==> config.mk <==
export PLATFORM = sky130hd
export DESIGN_NAME = bssc_exec
export DESIGN_NICKNAME = d
export VERILOG_FILES = /design/src/include/bssc_pkg.sv /design/src/design/bssc_exec.sv /design/src/design/bssc_stack.sv
export VERILOG_INCLUDE_DIRS = /design/src /design/src/include
export SDC_FILE = /design/constraint.sdc
export NUM_CORES = 1
export LEC_CHECK = 0
export BUFFER_PORTS_ARGS = -buffer_cell sky130_fd_sc_hd__buf_2
export CAP_MARGIN = 20
export CORE_ASPECT_RATIO = 0.6
export CORE_MARGIN = 5
export CORE_UTILIZATION = 50
export CTS_CLUSTER_SIZE = 16
export DETAILED_ROUTE_END_ITERATION = 10
export GPL_ROUTABILITY_DRIVEN = 0
export PLACE_DENSITY = 0.75
export SYNTH_ARGS = -nofsm -noshare
export SYNTH_HDL_FRONTEND = slang
export SYNTH_SLANG_ARGS = --single-unit
export TNS_END_PERCENT = 20
==> constraint.sdc <==
create_clock -name ref_clk -period 4.5 [get_ports ref_clk]
set_input_delay 0.45 -clock ref_clk [delete_from_list [all_inputs] [get_ports ref_clk]]
set_output_delay 0.45 -clock ref_clk [all_outputs]
set_load 0.02 [all_outputs]
==> src/include/bssc_cfg.svh <==
// timing and field constants for the bit-set / skip / call executor
// assumes the includer owns the phase counter and ref_clk domain
`ifndef BSSC_CFG_SVH
`define BSSC_CFG_SVH
`define BSSC_OP_HI_MSB 13
`define BSSC_OP_HI_LSB 12
`define BSSC_OP_BIT 2'h1
`define BSSC_OP_CALL 2'h2
`define BSSC_SUB_MSB 11
`define BSSC_SUB_LSB 10
`define BSSC_SUB_SET 2'h1
`define BSSC_SUB_SKIP 2'h3
`define BSSC_BIT_MSB 9
`define BSSC_BIT_LSB 7
`define BSSC_FADDR_MSB 6
`define BSSC_LIT_MSB 10
`define BSSC_LATCH_MSB 4
`define BSSC_LATCH_LSB 3
`define BSSC_PHASES 4
`define BSSC_STACK_DEPTH 8
`endif

==> src/include/bssc_pkg.sv <==
// types for the bit-set / skip / call executor
// assumes bssc_cfg.svh is available on the include path
`default_nettype none
package bssc_pkg;
  typedef enum logic [1:0] {BSSC_EXEC, BSSC_NOP, BSSC_CALL2} bssc_state_t;
  typedef logic [12:0] bssc_pc_t;
endpackage
`default_nettype wire

==> src/design/bssc_exec.sv <==
// executor for bit-set, bit-test-skip-if-one and subroutine call
// assumes instr is stable for a whole instruction cycle and that
// reg_rdata answers reg_addr combinationally by phase 2
//
// Summary of operation
// RQ1: bit set forces bit, flags untouched
// RQ2: tested bit zero: next instruction runs
// RQ3: tested bit one: next becomes no-op
// RQ4: skip costs one extra all-idle cycle
// RQ5: call pushes pc+1, loads literal and latch
`default_nettype none
`include "bssc_cfg.svh"
module bssc_exec
  import bssc_pkg::*;
#(
  parameter int STACK_DEPTH = `BSSC_STACK_DEPTH
) (
  input wire logic ref_clk,
  input wire logic rst_n,
  input wire logic [13:0] instr,
  input wire logic [7:0] reg_rdata,
  input wire logic [4:0] pc_upper_latch,
  output logic [6:0] reg_addr,
  output logic [7:0] reg_wdata,
  output logic reg_we,
  output logic [12:0] pc_q,
  output logic [12:0] stack_top,
  output logic [1:0] phase_q,
  output logic cycle_start,
  output logic busy_q
);
  bssc_state_t state_q;
  logic [7:0] data_q;
  logic [12:0] pc_inc;
  logic is_bit, is_set, is_skip, is_call, push;

  function automatic logic [1:0] sub_op(input logic [13:0] w);
    return w[`BSSC_SUB_MSB:`BSSC_SUB_LSB];
  endfunction

  assign is_bit = instr[`BSSC_OP_HI_MSB:`BSSC_OP_HI_LSB] == `BSSC_OP_BIT;
  assign is_set = is_bit && sub_op(instr) == `BSSC_SUB_SET;
  assign is_skip = is_bit && sub_op(instr) == `BSSC_SUB_SKIP;
  assign is_call = instr[`BSSC_OP_HI_MSB:`BSSC_OP_HI_LSB] == `BSSC_OP_CALL;
  assign pc_inc = 13'(pc_q + 1'b1);
  assign push = state_q == BSSC_EXEC && is_call && phase_q == 2'h3;

  // four phases per instruction cycle
  always_ff @(posedge ref_clk or negedge rst_n) begin
    if (!rst_n) begin
      phase_q <= 2'h0;
      cycle_start <= 1'b1;
    end else begin
      phase_q <= 2'(phase_q + 1'b1);
      cycle_start <= phase_q == 2'h3;
    end
  end

  always_ff @(posedge ref_clk or negedge rst_n) begin
    if (!rst_n) begin
      reg_addr <= '0;
    end else if (phase_q == 2'h0) begin
      reg_addr <= instr[`BSSC_FADDR_MSB:0];
    end
  end

  // read in phase 2 only; status flags are never driven from here
  always_ff @(posedge ref_clk or negedge rst_n) begin
    if (!rst_n) begin
      data_q <= '0;
    end else if (phase_q == 2'h1 && state_q == BSSC_EXEC) begin
      data_q <= reg_rdata;
    end
  end

  always_ff @(posedge ref_clk or negedge rst_n) begin
    if (!rst_n) begin
      reg_we <= 1'b0;
      reg_wdata <= '0;
    end else begin
      reg_we <= 1'b0;
      if (phase_q == 2'h2 && state_q == BSSC_EXEC && is_set) begin
        reg_we <= 1'b1; // RQ1
        reg_wdata <= data_q | (8'h01 << instr[`BSSC_BIT_MSB:`BSSC_BIT_LSB]); // RQ1
      end
    end
  end

  always_ff @(posedge ref_clk or negedge rst_n) begin
    if (!rst_n) begin
      state_q <= BSSC_EXEC;
      busy_q <= 1'b0;
    end else if (phase_q == 2'h3) begin
      case (state_q)
        BSSC_EXEC: begin
          if (is_skip && data_q[instr[`BSSC_BIT_MSB:`BSSC_BIT_LSB]]) begin
            state_q <= BSSC_NOP; // RQ3
            busy_q <= 1'b1; // RQ4
          end else if (is_call) begin
            state_q <= BSSC_CALL2; // RQ5
            busy_q <= 1'b1;
          end else begin
            state_q <= BSSC_EXEC; // RQ2
            busy_q <= 1'b0;
          end
        end
        BSSC_NOP, BSSC_CALL2: begin
          state_q <= BSSC_EXEC; // RQ4
          busy_q <= 1'b0;
        end
        default: begin
          state_q <= BSSC_EXEC;
          busy_q <= 1'b0;
        end
      endcase
    end
  end

  // pc advances once per cycle except in the call's second cycle, the call loads its target at phase 4
  always_ff @(posedge ref_clk or negedge rst_n) begin
    if (!rst_n) begin
      pc_q <= '0;
    end else if (phase_q == 2'h3) begin
      if (state_q == BSSC_EXEC && is_call) begin
        pc_q <= {pc_upper_latch[`BSSC_LATCH_MSB:`BSSC_LATCH_LSB],
                 instr[`BSSC_LIT_MSB:0]}; // RQ5
      end else if (state_q != BSSC_CALL2) begin
        pc_q <= pc_inc;
      end
    end
  end

  bssc_stack #(.DEPTH(STACK_DEPTH), .WIDTH(13)) u_stack (
    .ref_clk(ref_clk),
    .rst_n(rst_n),
    .push(push), // RQ5
    .push_data(pc_inc),
    .top_q(stack_top)
  );

  a_set_writes_bit: assert property (@(posedge ref_clk) disable iff (!rst_n)
    reg_we |-> state_q == BSSC_EXEC && is_set && phase_q == 2'h3) // RQ1
    else $error("bit write outside a bit-set phase 4");
  a_noskip_on_zero: assert property (@(posedge ref_clk) disable iff (!rst_n)
    (phase_q == 2'h3 && state_q == BSSC_EXEC && is_skip &&
     !data_q[instr[9:7]]) |=> state_q == BSSC_EXEC) // RQ2
    else $error("skip taken on zero bit");
  a_skip_on_one: assert property (@(posedge ref_clk) disable iff (!rst_n)
    (phase_q == 2'h3 && state_q == BSSC_EXEC && is_skip &&
     data_q[instr[9:7]]) |=> state_q == BSSC_NOP) // RQ3
    else $error("skip missed on one bit");
  a_nop_no_write: assert property (@(posedge ref_clk) disable iff (!rst_n)
    state_q == BSSC_NOP |-> !reg_we) // RQ4
    else $error("write during skipped cycle");
  a_nop_one_cycle: assert property (@(posedge ref_clk) disable iff (!rst_n)
    $rose(state_q == BSSC_NOP) |-> (state_q == BSSC_NOP)[*4] ##1 state_q == BSSC_EXEC) // RQ4
    else $error("skipped cycle not exactly one instruction cycle");
  a_call_target: assert property (@(posedge ref_clk) disable iff (!rst_n)
    push |=> pc_q == {$past(pc_upper_latch[4:3]), $past(instr[10:0])}) // RQ5
    else $error("call target wrong");
  a_call_push: assert property (@(posedge ref_clk) disable iff (!rst_n)
    push |=> stack_top == 13'($past(pc_q) + 1'b1)) // RQ5
    else $error("call return address wrong");
  a_call_two_cycles: assert property (@(posedge ref_clk) disable iff (!rst_n)
    push |=> (state_q == BSSC_CALL2)[*4] ##1 state_q == BSSC_EXEC) // RQ5
    else $error("call not two cycles");
endmodule
`default_nettype wire

==> src/design/bssc_stack.sv <==
// hardware return-address stack, circular, registered top output
// assumes push and pop never occur in the same cycle
`default_nettype none
module bssc_stack #(
  parameter int DEPTH = 8,
  parameter int WIDTH = 13
) (
  input wire logic ref_clk,
  input wire logic rst_n,
  input wire logic push,
  input wire logic [WIDTH-1:0] push_data,
  output logic [WIDTH-1:0] top_q
);
  localparam int AW = $clog2(DEPTH);
  logic [WIDTH-1:0] mem_q [DEPTH];
  logic [AW-1:0] ptr_q;

  // overflow wraps silently, like the original core
  always_ff @(posedge ref_clk or negedge rst_n) begin
    if (!rst_n) begin
      ptr_q <= '0;
    end else if (push) begin
      ptr_q <= AW'(ptr_q + 1'b1);
    end
  end

  always_ff @(posedge ref_clk or negedge rst_n) begin
    if (!rst_n) begin
      for (int i = 0; i < DEPTH; i++) begin
        mem_q[i] <= '0;
      end
    end else if (push) begin
      mem_q[ptr_q] <= push_data;
    end
  end

  // a push bypasses the array so the top is current one cycle after it
  always_ff @(posedge ref_clk or negedge rst_n) begin
    if (!rst_n) begin
      top_q <= '0;
    end else begin
      top_q <= push ? push_data : mem_q[AW'(ptr_q - 1'b1)];
    end
  end
endmodule
`default_nettype wire

==> results.py, run 1 <==
metrics = {
    "placement": {
        "placedCellCount": 878,
        "place.port_buffers": 71,
        "hpwl_mm": 11.3,
        "placed_area_um2": 7790,
    },
    "cells_and_area": {
        "num_antenna_cells": 0,
        "area.growth.synth_to_final_pct": 16.1,
        "design.final.nets": 735,
        "final_common_cell": "dfrtp_1",
        "design_area_um2": 8390,
        "drive_gt1_share_pct": 24.7,
        "final-instance-count-excl-fill": 910,
        "mostFrequentLayoutCells": "dfrtp_1 (161), o21ai_0 (75), nand2_1 (74), buf_2 (70), a21oi_1 (52)",
    },
    "drt": {
        "num_vias": 5075,
        "drt_pass1_iterations": 4,
        "post_drt_wl_per_cell_um": 18.3,
        "route.antenna.remaining_nets": 0,
        "drt_first_iter_violations": 319,
        "finalWirelength_mm": 16.7,
        "drc_errors": 0,
        "vias_per_cell": 5.58,
    },
    "timing": {
        "finalHoldViolCount": 0,
        "tightest_hold_margin_ps": 29.3,
        "post-route-period-util_pct": 61.9,
        "timing.max_slew.rel_slack_pct": 36.0,
        "layout_min_cycle_time_ps": 2790,
        "timing.fmax_ghz": 0.359,
        "worst_slew_pin_slew_ps": 955,
        "final_max_slew_viol_count": 0,
        "rsz_0062_raised_after_global_routing": "no",
        "clock_skew_ps": 9.32,
        "setup_viol": 0,
        "totalNegativeSetupSlack_ps": 0,
    },
    "setup_path": {
        "cpPeakStageDelay_ps": 910,
        "crit_chain": "or4b_1 -> nor4b_4 -> buf_4 -> nor2_1 -> a21oi_1",
        "slowest_stage_cell_crit_path": "nor4b_4",
        "critPathMaxFanout": 18,
        "end_kind": "flip-flop",
        "worstPathArrival_ps": 3120,
        "setup.worst_path.start_class": "flip-flop",
        "timing.rr.start": "state_q[0]",
        "timing.rr.end": "u_stack.mem_q[61]",
        "worst-r2r-cell-count": 5,
        "data_required_time_at_the_worst_endpoint_ps": 4840,
        "timing.setup.critical_path_class": "reg2reg",
        "register_to_register_path_setup_slack_ps": 1710,
    },
    "clocking": {
        "worst_setup_hold_path_clk_slew_ps": 70,
        "postCtsResizedCells": 0,
        "tritoncts": "built",
        "post_cts.repair.setup_buffers": 0,
        "h-tree-depth": 4,
        "ctsRootBufferMaster": "clkbuf_16",
        "numCtsBuffers": 17,
        "post_cts_hold_buffer_count": 0,
        "numClockSinks": 163,
        "cts_max_path_buffers": 2,
        "worstSkewPairLatency_ps": 420,
    },
    "yosys": {
        "synth_top_area_share_pct": 56.1,
        "syn-num-nets": 670,
        "synth-main-ff-cell": "dfrtp_1",
        "synth.yosys.seq_area_share_pct": 56.5,
        "synthesis.yosys.warnings": 0,
        "synth.top_cells.by_area": "dfrtp_1 (56%), mux4_2 (8.7%), o21ai_0 (5.2%)",
        "synth_cells": 634,
        "synth_edf_count": 0,
        "synth.cell_area_um2": 7220,
        "average_cell_area_after_synthesis_um2": 11.4,
        "ys_types": 46,
        "synthDominantAreaCellType": "dfrtp_1",
        "postSynthRegisterBits": 163,
        "async_reset_ff_share_pct": 100,
    },
    "global_route": {
        "grt_first_pass_wirelength_mm": 27.5,
        "antenna_violations_before_repair": 0,
        "grt_pass1_vias": 5225,
        "global_route.usage.total_pct": 21.1,
        "maximum_number_of_pins_on_one_net_before_global_route_repair": 84,
        "grt_remaining_overflow": 0,
    },
    "outcome": {
        "status": "completed",
    },
    "worst_hold_path": {
        "min_path_type": "in2async",
    },
    "die": {
        "starting_utilization_of_the_core_area_pct": 50.4,
        "dieArea_um2": 17000,
        "fp-row-count": 34,
        "floorplan.die.height_um": 103,
        "die_w_um": 165,
        "core_area_um2": 14300,
        "io_pins": 75,
    },
    "power_and_ir_drop": {
        "vdd_ir_drop_max_mv": 0.412,
        "p_leak_nw": 3.88,
        "power_per_cell_area_nw_per_um2": 647,
        "fin_total_pwr_w": 0.00542,
    },
    "flow_run": {
        "maxCapViolations": 0,
    },
}
kinds of logic (layout without fill, tap and decap cells):
logic type / count (synthesis) / count (layout) / synth area share, %
adder cells (fa/ha/maj): 7 / 7 / 1.21
AO/OA/AOI/OAI: 163 / 163 / 12.5
buffers and inverters: 62 / 140 / 3.53
flip-flops: 163 / 163 / 56.5
multiplexers: 64 / 64 / 14.2
XOR/XNOR: 14 / 14 / 1.70
AND/OR/NAND/NOR: 161 / 161 / 10.5
worst max-delay path: cells and delay by family, from the launching register on:
kind | cells | cell delay [ps]
AO/OA/AOI/OAI | 1 | 130
buffers and inverters | 1 | 310
flip-flops | 1 | 450
AND/OR/NAND/NOR | 3 | 1810
state kept, by name, summed over array words and instances (netlist names):
signal         flops
data_q             8
u_stack.ptr_q      3
pc_q              13
reg_addr           7
u_stack.mem_q    104
state_q            2
reg_we             1
reg_wdata          8
busy_q             1
cycle_start        1
u_stack.top_q     13
phase_q            2
metal layers:
layer | vias to the layer above | wire length [µm] | global-route usage, %
li1 | 2379 | - | -
met1 | 2537 | 7620 | 29.5
met2 | 140 | 7920 | 33.6
met3 | 19 | 908 | 4.75
met4 | 0 | 199 | 6.13
met5 | - | 0 | 0
synthesized netlist by cell type, types with 2 or more instances:
cell / instances
mux2_2: 25
nand4_1: 7
ha_1: 7
buf_1: 2
buf_4: 3
nor2b_1: 12
o22ai_1: 3
a31oi_1: 7
xor2_1: 5
nor3_1: 2
dfrtp_1: 162
clkbuf_1: 27
a21oi_1: 52
and3_1: 3
and2_1: 3
and4_1: 2
a221o_1: 2
mux2i_1: 11
nor2_1: 40
nor3b_1: 2
mux4_2: 28
a2bb2oi_1: 2
xnor2_1: 9
a22oi_1: 4
nand2b_1: 2
o21ai_0: 75
buf_2: 9
inv_1: 21
nand2_1: 74
a211oi_1: 12
nand3_1: 6
power by group:
group | internal, W | switching, W
clock network | 0.000834 | 0.000624
logic | 0.000813 | 0.000992
registers | 0.00188 | 0.000282
total | 0.00353 | 0.00190
through the flow:
| step | setup slack [ps] | util, % |
|---|---|---|
| after detailed placement | 1550 | 54.3 |
| after global routing | 1570 | 58.5 |
| final | 1710 | 58.5 |
| after floorplan | 1770 | - |
| after CTS | 1720 | 58.5 |
| after global placement | 1660 | 54.3 |
area by class of cell:
cell class / count / area, µm²
fill: 1138 / 5950
sequential: 163 / 4080
multi-input combinational: 409 / 2890
timing repair buffer: 87 / 494
clock buffer: 17 / 425
tap: 198 / 248
clock inverter: 15 / 171
inverter: 21 / 78.8
how the worst max path moves through the flow:
stage | startpoint | slack, ps | endpoint
final | state_q[0] | 1710 | u_stack.mem_q[61]
after CTS | state_q[1] | 1720 | u_stack.mem_q[61]
after detailed placement | instr[12] | 1550 | u_stack.mem_q[61]
after global routing | state_q[1] | 1570 | u_stack.mem_q[64]
after floorplan | u_stack.ptr_q[0] | 1770 | u_stack.top_q[8]
after global placement | instr[12] | 1660 | u_stack.mem_q[60]
(Power assumes the default switching activity.)
==> run 2, diff against run 1 <==
--- a/config.mk
+++ b/config.mk
@@ -6,6 +6,7 @@
 export SDC_FILE = /design/constraint.sdc
 export NUM_CORES = 1
 export LEC_CHECK = 0
+export ABC_AREA = 1
 export BUFFER_PORTS_ARGS = -buffer_cell sky130_fd_sc_hd__buf_2
 export CAP_MARGIN = 20
 export CORE_ASPECT_RATIO = 0.6
@@ -14,7 +15,7 @@
 export CTS_CLUSTER_SIZE = 16
 export DETAILED_ROUTE_END_ITERATION = 10
 export GPL_ROUTABILITY_DRIVEN = 0
-export PLACE_DENSITY = 0.75
+export PLACE_DENSITY = 0.78
 export SYNTH_ARGS = -nofsm -noshare
 export SYNTH_HDL_FRONTEND = slang
 export SYNTH_SLANG_ARGS = --single-unit
==> constraint.sdc (replaced) <==
create_clock -name ref_clk -period 2.2 [get_ports ref_clk]
set_input_delay 0.22 -clock ref_clk [delete_from_list [all_inputs] [get_ports ref_clk]]
set_output_delay 0.22 -clock ref_clk [all_outputs]
set_load 0.02 [all_outputs]
==> run 2 against run 1 <==
  * Sequential share of layout area fell by 3.0 points
  * Critical endpoint is now u_stack.mem_q[14]
  * Count of clock-buffer cells in the layout rose by 3
  * Largest power group is now combinational cells
  * Die area rose by 7.8%
  * Synthesized cell count rose by 48%
  * Highest routed layer unchanged
  * Wire length rose by 23%
  * Largest cell class unchanged
==> results.py, run 2 <==
metrics = {
    "drt": {
        "drc_errors": 0,
        "num_vias": 6822,
        "finalWirelength_mm": 20.5,
        "post_drt_wl_per_cell_um": 16.7,
        "drt_first_iter_violations": 706,
        "route.antenna.remaining_nets": 0,
        "drt_pass1_iterations": 5,
        "vias_per_cell": 5.55,
    },
    "yosys": {
        "synth.yosys.seq_area_share_pct": 52.1,
        "post_synth_xor_area_fraction_pct": 0.878,
        "yosysMostFrequentCell": "nand2_1",
        "post_synth_and_or_nand_nor_area_fraction_pct": 26.0,
        "synthDominantAreaCellType": "dfrtp_1",
        "ys_types": 36,
        "synthesis.yosys.warnings": 0,
        "synth-main-ff-cell": "dfrtp_1",
        "synth_common_cells": "nand2_1 (255), dfrtp_1 (162), nor2_1 (122), o21ai_0 (81), nand3_1 (72)",
        "share_of_the_synthesized_area_in_compound_gates_ao_oa_aoi_oai_pct": 11.7,
        "async_reset_ff_share_pct": 100,
        "postSynthRegisterBits": 163,
        "synth_cells": 940,
        "syn-num-nets": 976,
        "synthAdderAreaFrac_pct": 1.12,
        "synth_edf_count": 0,
        "average_cell_area_after_synthesis_um2": 8.34,
        "synth.cell_area_um2": 7840,
        "largest_family_of_logic_cells_by_synthesized_area": "simple AND/OR/NAND/NOR gates",
        "synth.top_cells.by_area": "dfrtp_1 (52%), nand2_1 (12%), nor2_1 (5.8%)",
        "synth_top_area_share_pct": 51.7,
        "synth.mux.area_fraction_pct": 1.44,
    },
    "global_route": {
        "grt_first_pass_wirelength_mm": 33.7,
        "global_route.usage.total_pct": 23.5,
        "grt_remaining_overflow": 0,
        "antenna_violations_before_repair": 0,
        "maximum_number_of_pins_on_one_net_before_global_route_repair": 62,
        "grt_pass1_vias": 6409,
    },
    "die": {
        "io_pins": 75,
        "die_w_um": 172,
        "dieArea_um2": 18400,
        "floorplan.die.height_um": 107,
        "core_area_um2": 15400,
        "fp-row-count": 35,
        "starting_utilization_of_the_core_area_pct": 51.0,
    },
    "flow_run": {
        "maxCapViolations": 0,
    },
    "cells_and_area": {
        "design.final.nets": 1049,
        "reg.largest.list": "u_stack.mem_q x104, pc_q x13, u_stack.top_q x13",
        "fill_cells": 1335,
        "drive_gt1_share_pct": 17.6,
        "area_of_combinational_cells_with_multiple_inputs_um2": 3220,
        "area.growth.synth_to_final_pct": 14.1,
        "largest_reg_flops": 104,
        "mostFrequentLayoutCells": "nand2_1 (255), dfrtp_1 (161), nor2_1 (122), o21ai_0 (81), nand3_1 (72)",
        "max_flop_register": "u_stack.mem_q",
        "num_antenna_cells": 0,
        "final_common_cell": "nand2_1",
        "register_area_um2": 4080,
    },
    "clocking": {
        "worst_setup_hold_path_clk_slew_ps": 70,
        "ctsRootBufferMaster": "clkbuf_16",
        "tritoncts": "built",
        "post_cts.repair.setup_buffers": 0,
        "cts_max_path_buffers": 2,
        "h-tree-depth": 4,
        "numClockSinks": 163,
        "numCtsBuffers": 17,
        "worstSkewPairLatency_ps": 430,
    },
    "setup_path": {
        "register_to_register_path_setup_slack_ps": 200,
        "end_kind": "flip-flop",
        "worst-path-stages": 6,
        "worst-r2r-cell-count": 6,
        "critPathBufInv": 1,
        "timing.setup.critical_path_class": "reg2reg",
        "critPathCapture": "u_stack.mem_q[14]",
        "timing.rr.end": "u_stack.mem_q[14]",
        "cpPeakStageDelay_ps": 390,
        "worstSetupStartpoint": "phase_q[1]",
        "data_required_time_at_the_worst_endpoint_ps": 2490,
        "worstPathArrival_ps": 2300,
        "slowest_stage_cell_crit_path": "dfrtp_1",
        "crit_chain": "ha_1 -> nand3_4 -> nor3_4 -> inv_2 -> nand2_1 -> o21ai_1",
        "critPathMaxFanout": 21,
        "setup.worst_path.start_class": "flip-flop",
        "timing.rr.start": "phase_q[1]",
        "critical-path-top-delay-family": "simple AND/OR/NAND/NOR gates",
    },
    "timing": {
        "rsz_0062_raised_after_global_routing": "no",
        "timing.max_slew.rel_slack_pct": 57.1,
        "layout_setup_ws_ps": 196,
        "finalHoldViolCount": 0,
        "totalNegativeSetupSlack_ps": 0,
        "final_max_slew_viol_count": 0,
        "layout_min_cycle_time_ps": 2000,
        "post-route-period-util_pct": 91.1,
        "clock_skew_ps": 10.8,
        "timing.fmax_ghz": 0.499,
        "worst_slew_pin_slew_ps": 642,
        "setup_viol": 0,
    },
    "power_and_ir_drop": {
        "vdd_ir_drop_max_mv": 0.666,
        "power_per_cell_area_nw_per_um2": 1350,
        "p_leak_nw": 4.52,
        "fin_total_pwr_w": 0.0121,
    },
    "placement": {
        "place.port_buffers": 71,
        "hpwl_mm": 13.8,
        "placement.setup.worst_slack_ps": 261,
    },
    "worst_hold_path": {
        "min_path_type": "in2reg",
        "hold_path_depth": 2,
    },
    "outcome": {
        "status": "completed",
    },
}
## run 2: cell types whose count changed in the layout (fill, tap and decap cells not counted), sizes merged, moves of 13 or more
cell | previous run | this run
nand2 | 74 | 259
nor2 | 40 | 124
o21ai | 76 | 153
nand3 | 6 | 74
a21oi | 52 | 15
inv | 27 | 63
mux4 | 28 | 0
mux2 | 25 | 10
buf | 87 | 100
## run 2: how the worst min path moves through the flow
| stage | end | from | slack (ps) |
|---|---|---|---|
| after global routing | data_q[4] | reg_rdata[4] | 30 |
| after global placement | reg_wdata[5] | rst_n | 220 |
| final | data_q[4] | reg_rdata[4] | 30 |
| after CTS | data_q[4] | reg_rdata[4] | 20 |
| after floorplan | busy_q | rst_n | -80 |
| after detailed placement | reg_wdata[5] | rst_n | 230 |
## run 2: final cells by class
| class | instances | area share [%] |
|---|---|---|
| Clock inverter | 12 | 1.11 |
| Multi-Input combinational cell | 671 | 36.1 |
| Timing Repair Buffer | 101 | 6.87 |
| Sequential cell | 163 | 45.6 |
| Tap cell | 203 | 2.84 |
| Inverter | 59 | 2.50 |
| Clock buffer | 20 | 4.99 |
## run 2: per-stage QoR
stage	hold slack (ps)	cell area, µm²	utilization (%)	cells
finish	31.4	8940	58.2	1229
global route	28.0	8940	58.2	1229
CTS	19.9	8940	58.2	1229
detailed placement	226	8390	54.6	1196
global placement	224	8390	54.6	1196
floorplan	-75.6	7840	-	940
## run 2: what timing repair did
item,in CTS,in global routing
gates resized for setup,0,0
endpoints found under the hold margin,51,0
hold buffers,1,0
## run 2: power breakdown
group,switching [W],internal (W)
sequential,0.000471,0.00378
clock,0.00127,0.00150
combinational,0.00340,0.00169
## run 2: routing by layer
layer  part of all wire, %  track usage [%]  wire (µm)
met5                     0                0          0
met4                   1.5             7.91        306
met3                   8.4             6.23       1730
met2                    42             32.7       8620
met1                    48             35.5       9880
## run 2: cell families (layout without fill, tap and decap cells)
logic type / Yosys count / count (layout)
simple gates: 474 / 474
fa+ha+maj: 7 / 7
flops: 163 / 163
buf+inv: 106 / 192
xor+xnor: 7 / 7
compound gates: 173 / 173
mux: 10 / 10
==> run 3, diff against run 2 <==
--- a/config.mk
+++ b/config.mk
@@ -15,6 +15,7 @@
 export CTS_CLUSTER_SIZE = 16
 export DETAILED_ROUTE_END_ITERATION = 10
 export GPL_ROUTABILITY_DRIVEN = 0
+export MAX_ROUTING_LAYER = met4
 export PLACE_DENSITY = 0.78
 export SYNTH_ARGS = -nofsm -noshare
 export SYNTH_HDL_FRONTEND = slang
==> run 3 against run 2 <==
  * Clock skew about the same
  * Total power about the same
  * Cell count unchanged
  * Combinational power about the same
  * Count of clock-buffer cells in the layout unchanged
  * Sequential share of layout area unchanged
  * Hold slack got worse by 4.1 ps
  * Utilization unchanged
  * Wire length decreased by 0.12%
  * Clock power about the same
  * Via count decreased by 0.31%
==> results.py, run 3 (synthesized netlist as in run 2, its figures left out) <==
metrics = {
    "placement": {
        "place.port_buffers": 71,
        "placement.setup.worst_slack_ps": 261,
        "hpwl_mm": 13.8,
    },
    "cells_and_area": {
        "drive_gt1_share_pct": 17.6,
        "reg.largest.list": "u_stack.mem_q x104, pc_q x13, u_stack.top_q x13",
        "fill_cells": 1335,
        "final_common_cell": "nand2_1",
        "mostFrequentLayoutCells": "nand2_1 (255), dfrtp_1 (161), nor2_1 (122), o21ai_0 (81), nand3_1 (72)",
        "share_of_the_core_filled_with_cells_in_the_final_layout_pct": 58.2,
        "max_flop_register": "u_stack.mem_q",
        "design.final.nets": 1049,
        "num_antenna_cells": 0,
        "area.growth.synth_to_final_pct": 14.1,
        "largest_reg_flops": 104,
    },
    "clocking": {
        "ctsRootBufferMaster": "clkbuf_16",
        "post_cts.repair.setup_buffers": 0,
        "numClockSinks": 163,
        "postCtsResizedCells": 0,
        "worstSkewPairLatency_ps": 430,
        "h-tree-depth": 4,
        "worst_setup_hold_path_clk_slew_ps": 70,
        "cts_max_path_buffers": 2,
        "tritoncts": "built",
        "numCtsBuffers": 17,
    },
    "die": {
        "die_w_um": 172,
        "dieArea_um2": 18400,
        "starting_utilization_of_the_core_area_pct": 51.0,
        "fp-row-count": 35,
        "floorplan.die.height_um": 107,
        "io_pins": 75,
        "core_area_um2": 15400,
    },
    "setup_path": {
        "critical-path-top-delay-family": "simple AND/OR/NAND/NOR gates",
        "data_required_time_at_the_worst_endpoint_ps": 2500,
        "worst-r2r-cell-count": 6,
        "worst-path-stages": 6,
        "end_kind": "flip-flop",
        "critPathMaxFanout": 21,
        "slowest_stage_cell_crit_path": "dfrtp_1",
        "crit_chain": "ha_1 -> nand3_4 -> nor3_4 -> inv_2 -> nand2_1 -> o21ai_2",
        "cpPeakStageDelay_ps": 390,
        "worstPathArrival_ps": 2310,
        "setup.worst_path.start_class": "flip-flop",
        "critPathBufInv": 1,
        "timing.setup.critical_path_class": "reg2reg",
    },
    "drt": {
        "drc_errors": 0,
        "post_drt_wl_per_cell_um": 16.7,
        "finalWirelength_mm": 20.5,
        "drt_pass1_iterations": 6,
        "drt_first_iter_violations": 723,
        "vias_per_cell": 5.53,
        "route.antenna.remaining_nets": 0,
        "num_vias": 6801,
    },
    "global_route": {
        "grt_remaining_overflow": 0,
        "grt_first_pass_wirelength_mm": 33.8,
        "grt_pass1_vias": 6393,
        "global_route.usage.total_pct": 24.2,
        "antenna_violations_before_repair": 0,
        "maximum_number_of_pins_on_one_net_before_global_route_repair": 62,
    },
    "timing": {
        "layout_setup_ws_ps": 191,
        "finalHoldViolCount": 0,
        "post-route-period-util_pct": 91.3,
        "layout_min_cycle_time_ps": 2010,
        "final_max_slew_viol_count": 0,
        "timing.fmax_ghz": 0.498,
        "totalNegativeSetupSlack_ps": 0,
        "rsz_0062_raised_after_global_routing": "no",
        "clock_skew_ps": 10.6,
        "setup_viol": 0,
        "tightest_hold_margin_ps": 27.2,
        "timing.max_slew.rel_slack_pct": 57.6,
        "worst_slew_pin_slew_ps": 635,
    },
    "worst_hold_path": {
        "hold_path_depth": 2,
        "min_path_type": "in2reg",
    },
    "outcome": {
        "status": "completed",
    },
    "power_and_ir_drop": {
        "power_per_cell_area_nw_per_um2": 1360,
        "vdd_ir_drop_max_mv": 0.670,
        "p_leak_nw": 4.52,
    },
    "flow_run": {
        "maxCapViolations": 0,
    },
}
-- run 3: worst register-to-register path: cells and delay by family (launching register included) --
family	cells	cell delay [ps]
AOI/OAI and AO/OA	1	60
adders and majority gates	1	300
buffers and inverters	1	270
DFF	1	390
and+or+nand+nor	3	870
-- run 3: final timing paths --
path                                    from                 to  slack, ps
setup / recovery                  phase_q[0]  u_stack.mem_q[13]        190
hold / removal                  reg_rdata[4]          data_q[4]         30
setup reg to reg                  phase_q[0]  u_stack.mem_q[13]        190
hold reg to reg            u_stack.mem_q[75]  u_stack.mem_q[75]        470
max in group asynchronous              rst_n  u_stack.mem_q[18]       1210
min in group asynchronous              rst_n       reg_wdata[5]        320
-- run 3: timing repair --
| action | CTS | global route |
|---|---|---|
| hold buffers | 1 | 0 |
| setup endpoints to repair | 0 | 0 |
| endpoints found under the hold margin | 51 | 0 |
-- run 3: routing by layer --
layer	track usage, %	wire length [µm]	vias to the layer above
li1	-	-	3202
met1	35.7	9760	3256
met2	32.5	8500	309
met3	6.63	1930	34
met4	7.24	319	0
met5	-	0	-
-- run 3: layout make-up --
cell class                 count  area, µm²  area share (%)
clock inverter                12       98.8            1.11
inverter                      59        224            2.50
multi-input combinational    671       3220            36.1
clock buffer                  20        447            4.99
tap                          203        254            2.84
sequential                   163       4080            45.6
timing repair buffer         101        614            6.87
-- run 3: power breakdown --
part | leakage (nW) | internal (W) | switching (W)
Sequential | 2.10 | 0.00378 | 0.000472
Clock | 0.256 | 0.00150 | 0.00127
Combinational | 2.17 | 0.00169 | 0.00340
-- run 3: stage by stage --
step	cells	power, W	cell area (µm²)
6_report	1229	0.0121	8940
5_1_grt	1229	0.0130	8940
4_1_cts	1229	0.0121	8940
3_5_place_dp	1196	0.00929	8390
3_3_place_gp	1196	0.00916	8390
2_1_floorplan	940	0.00759	7840
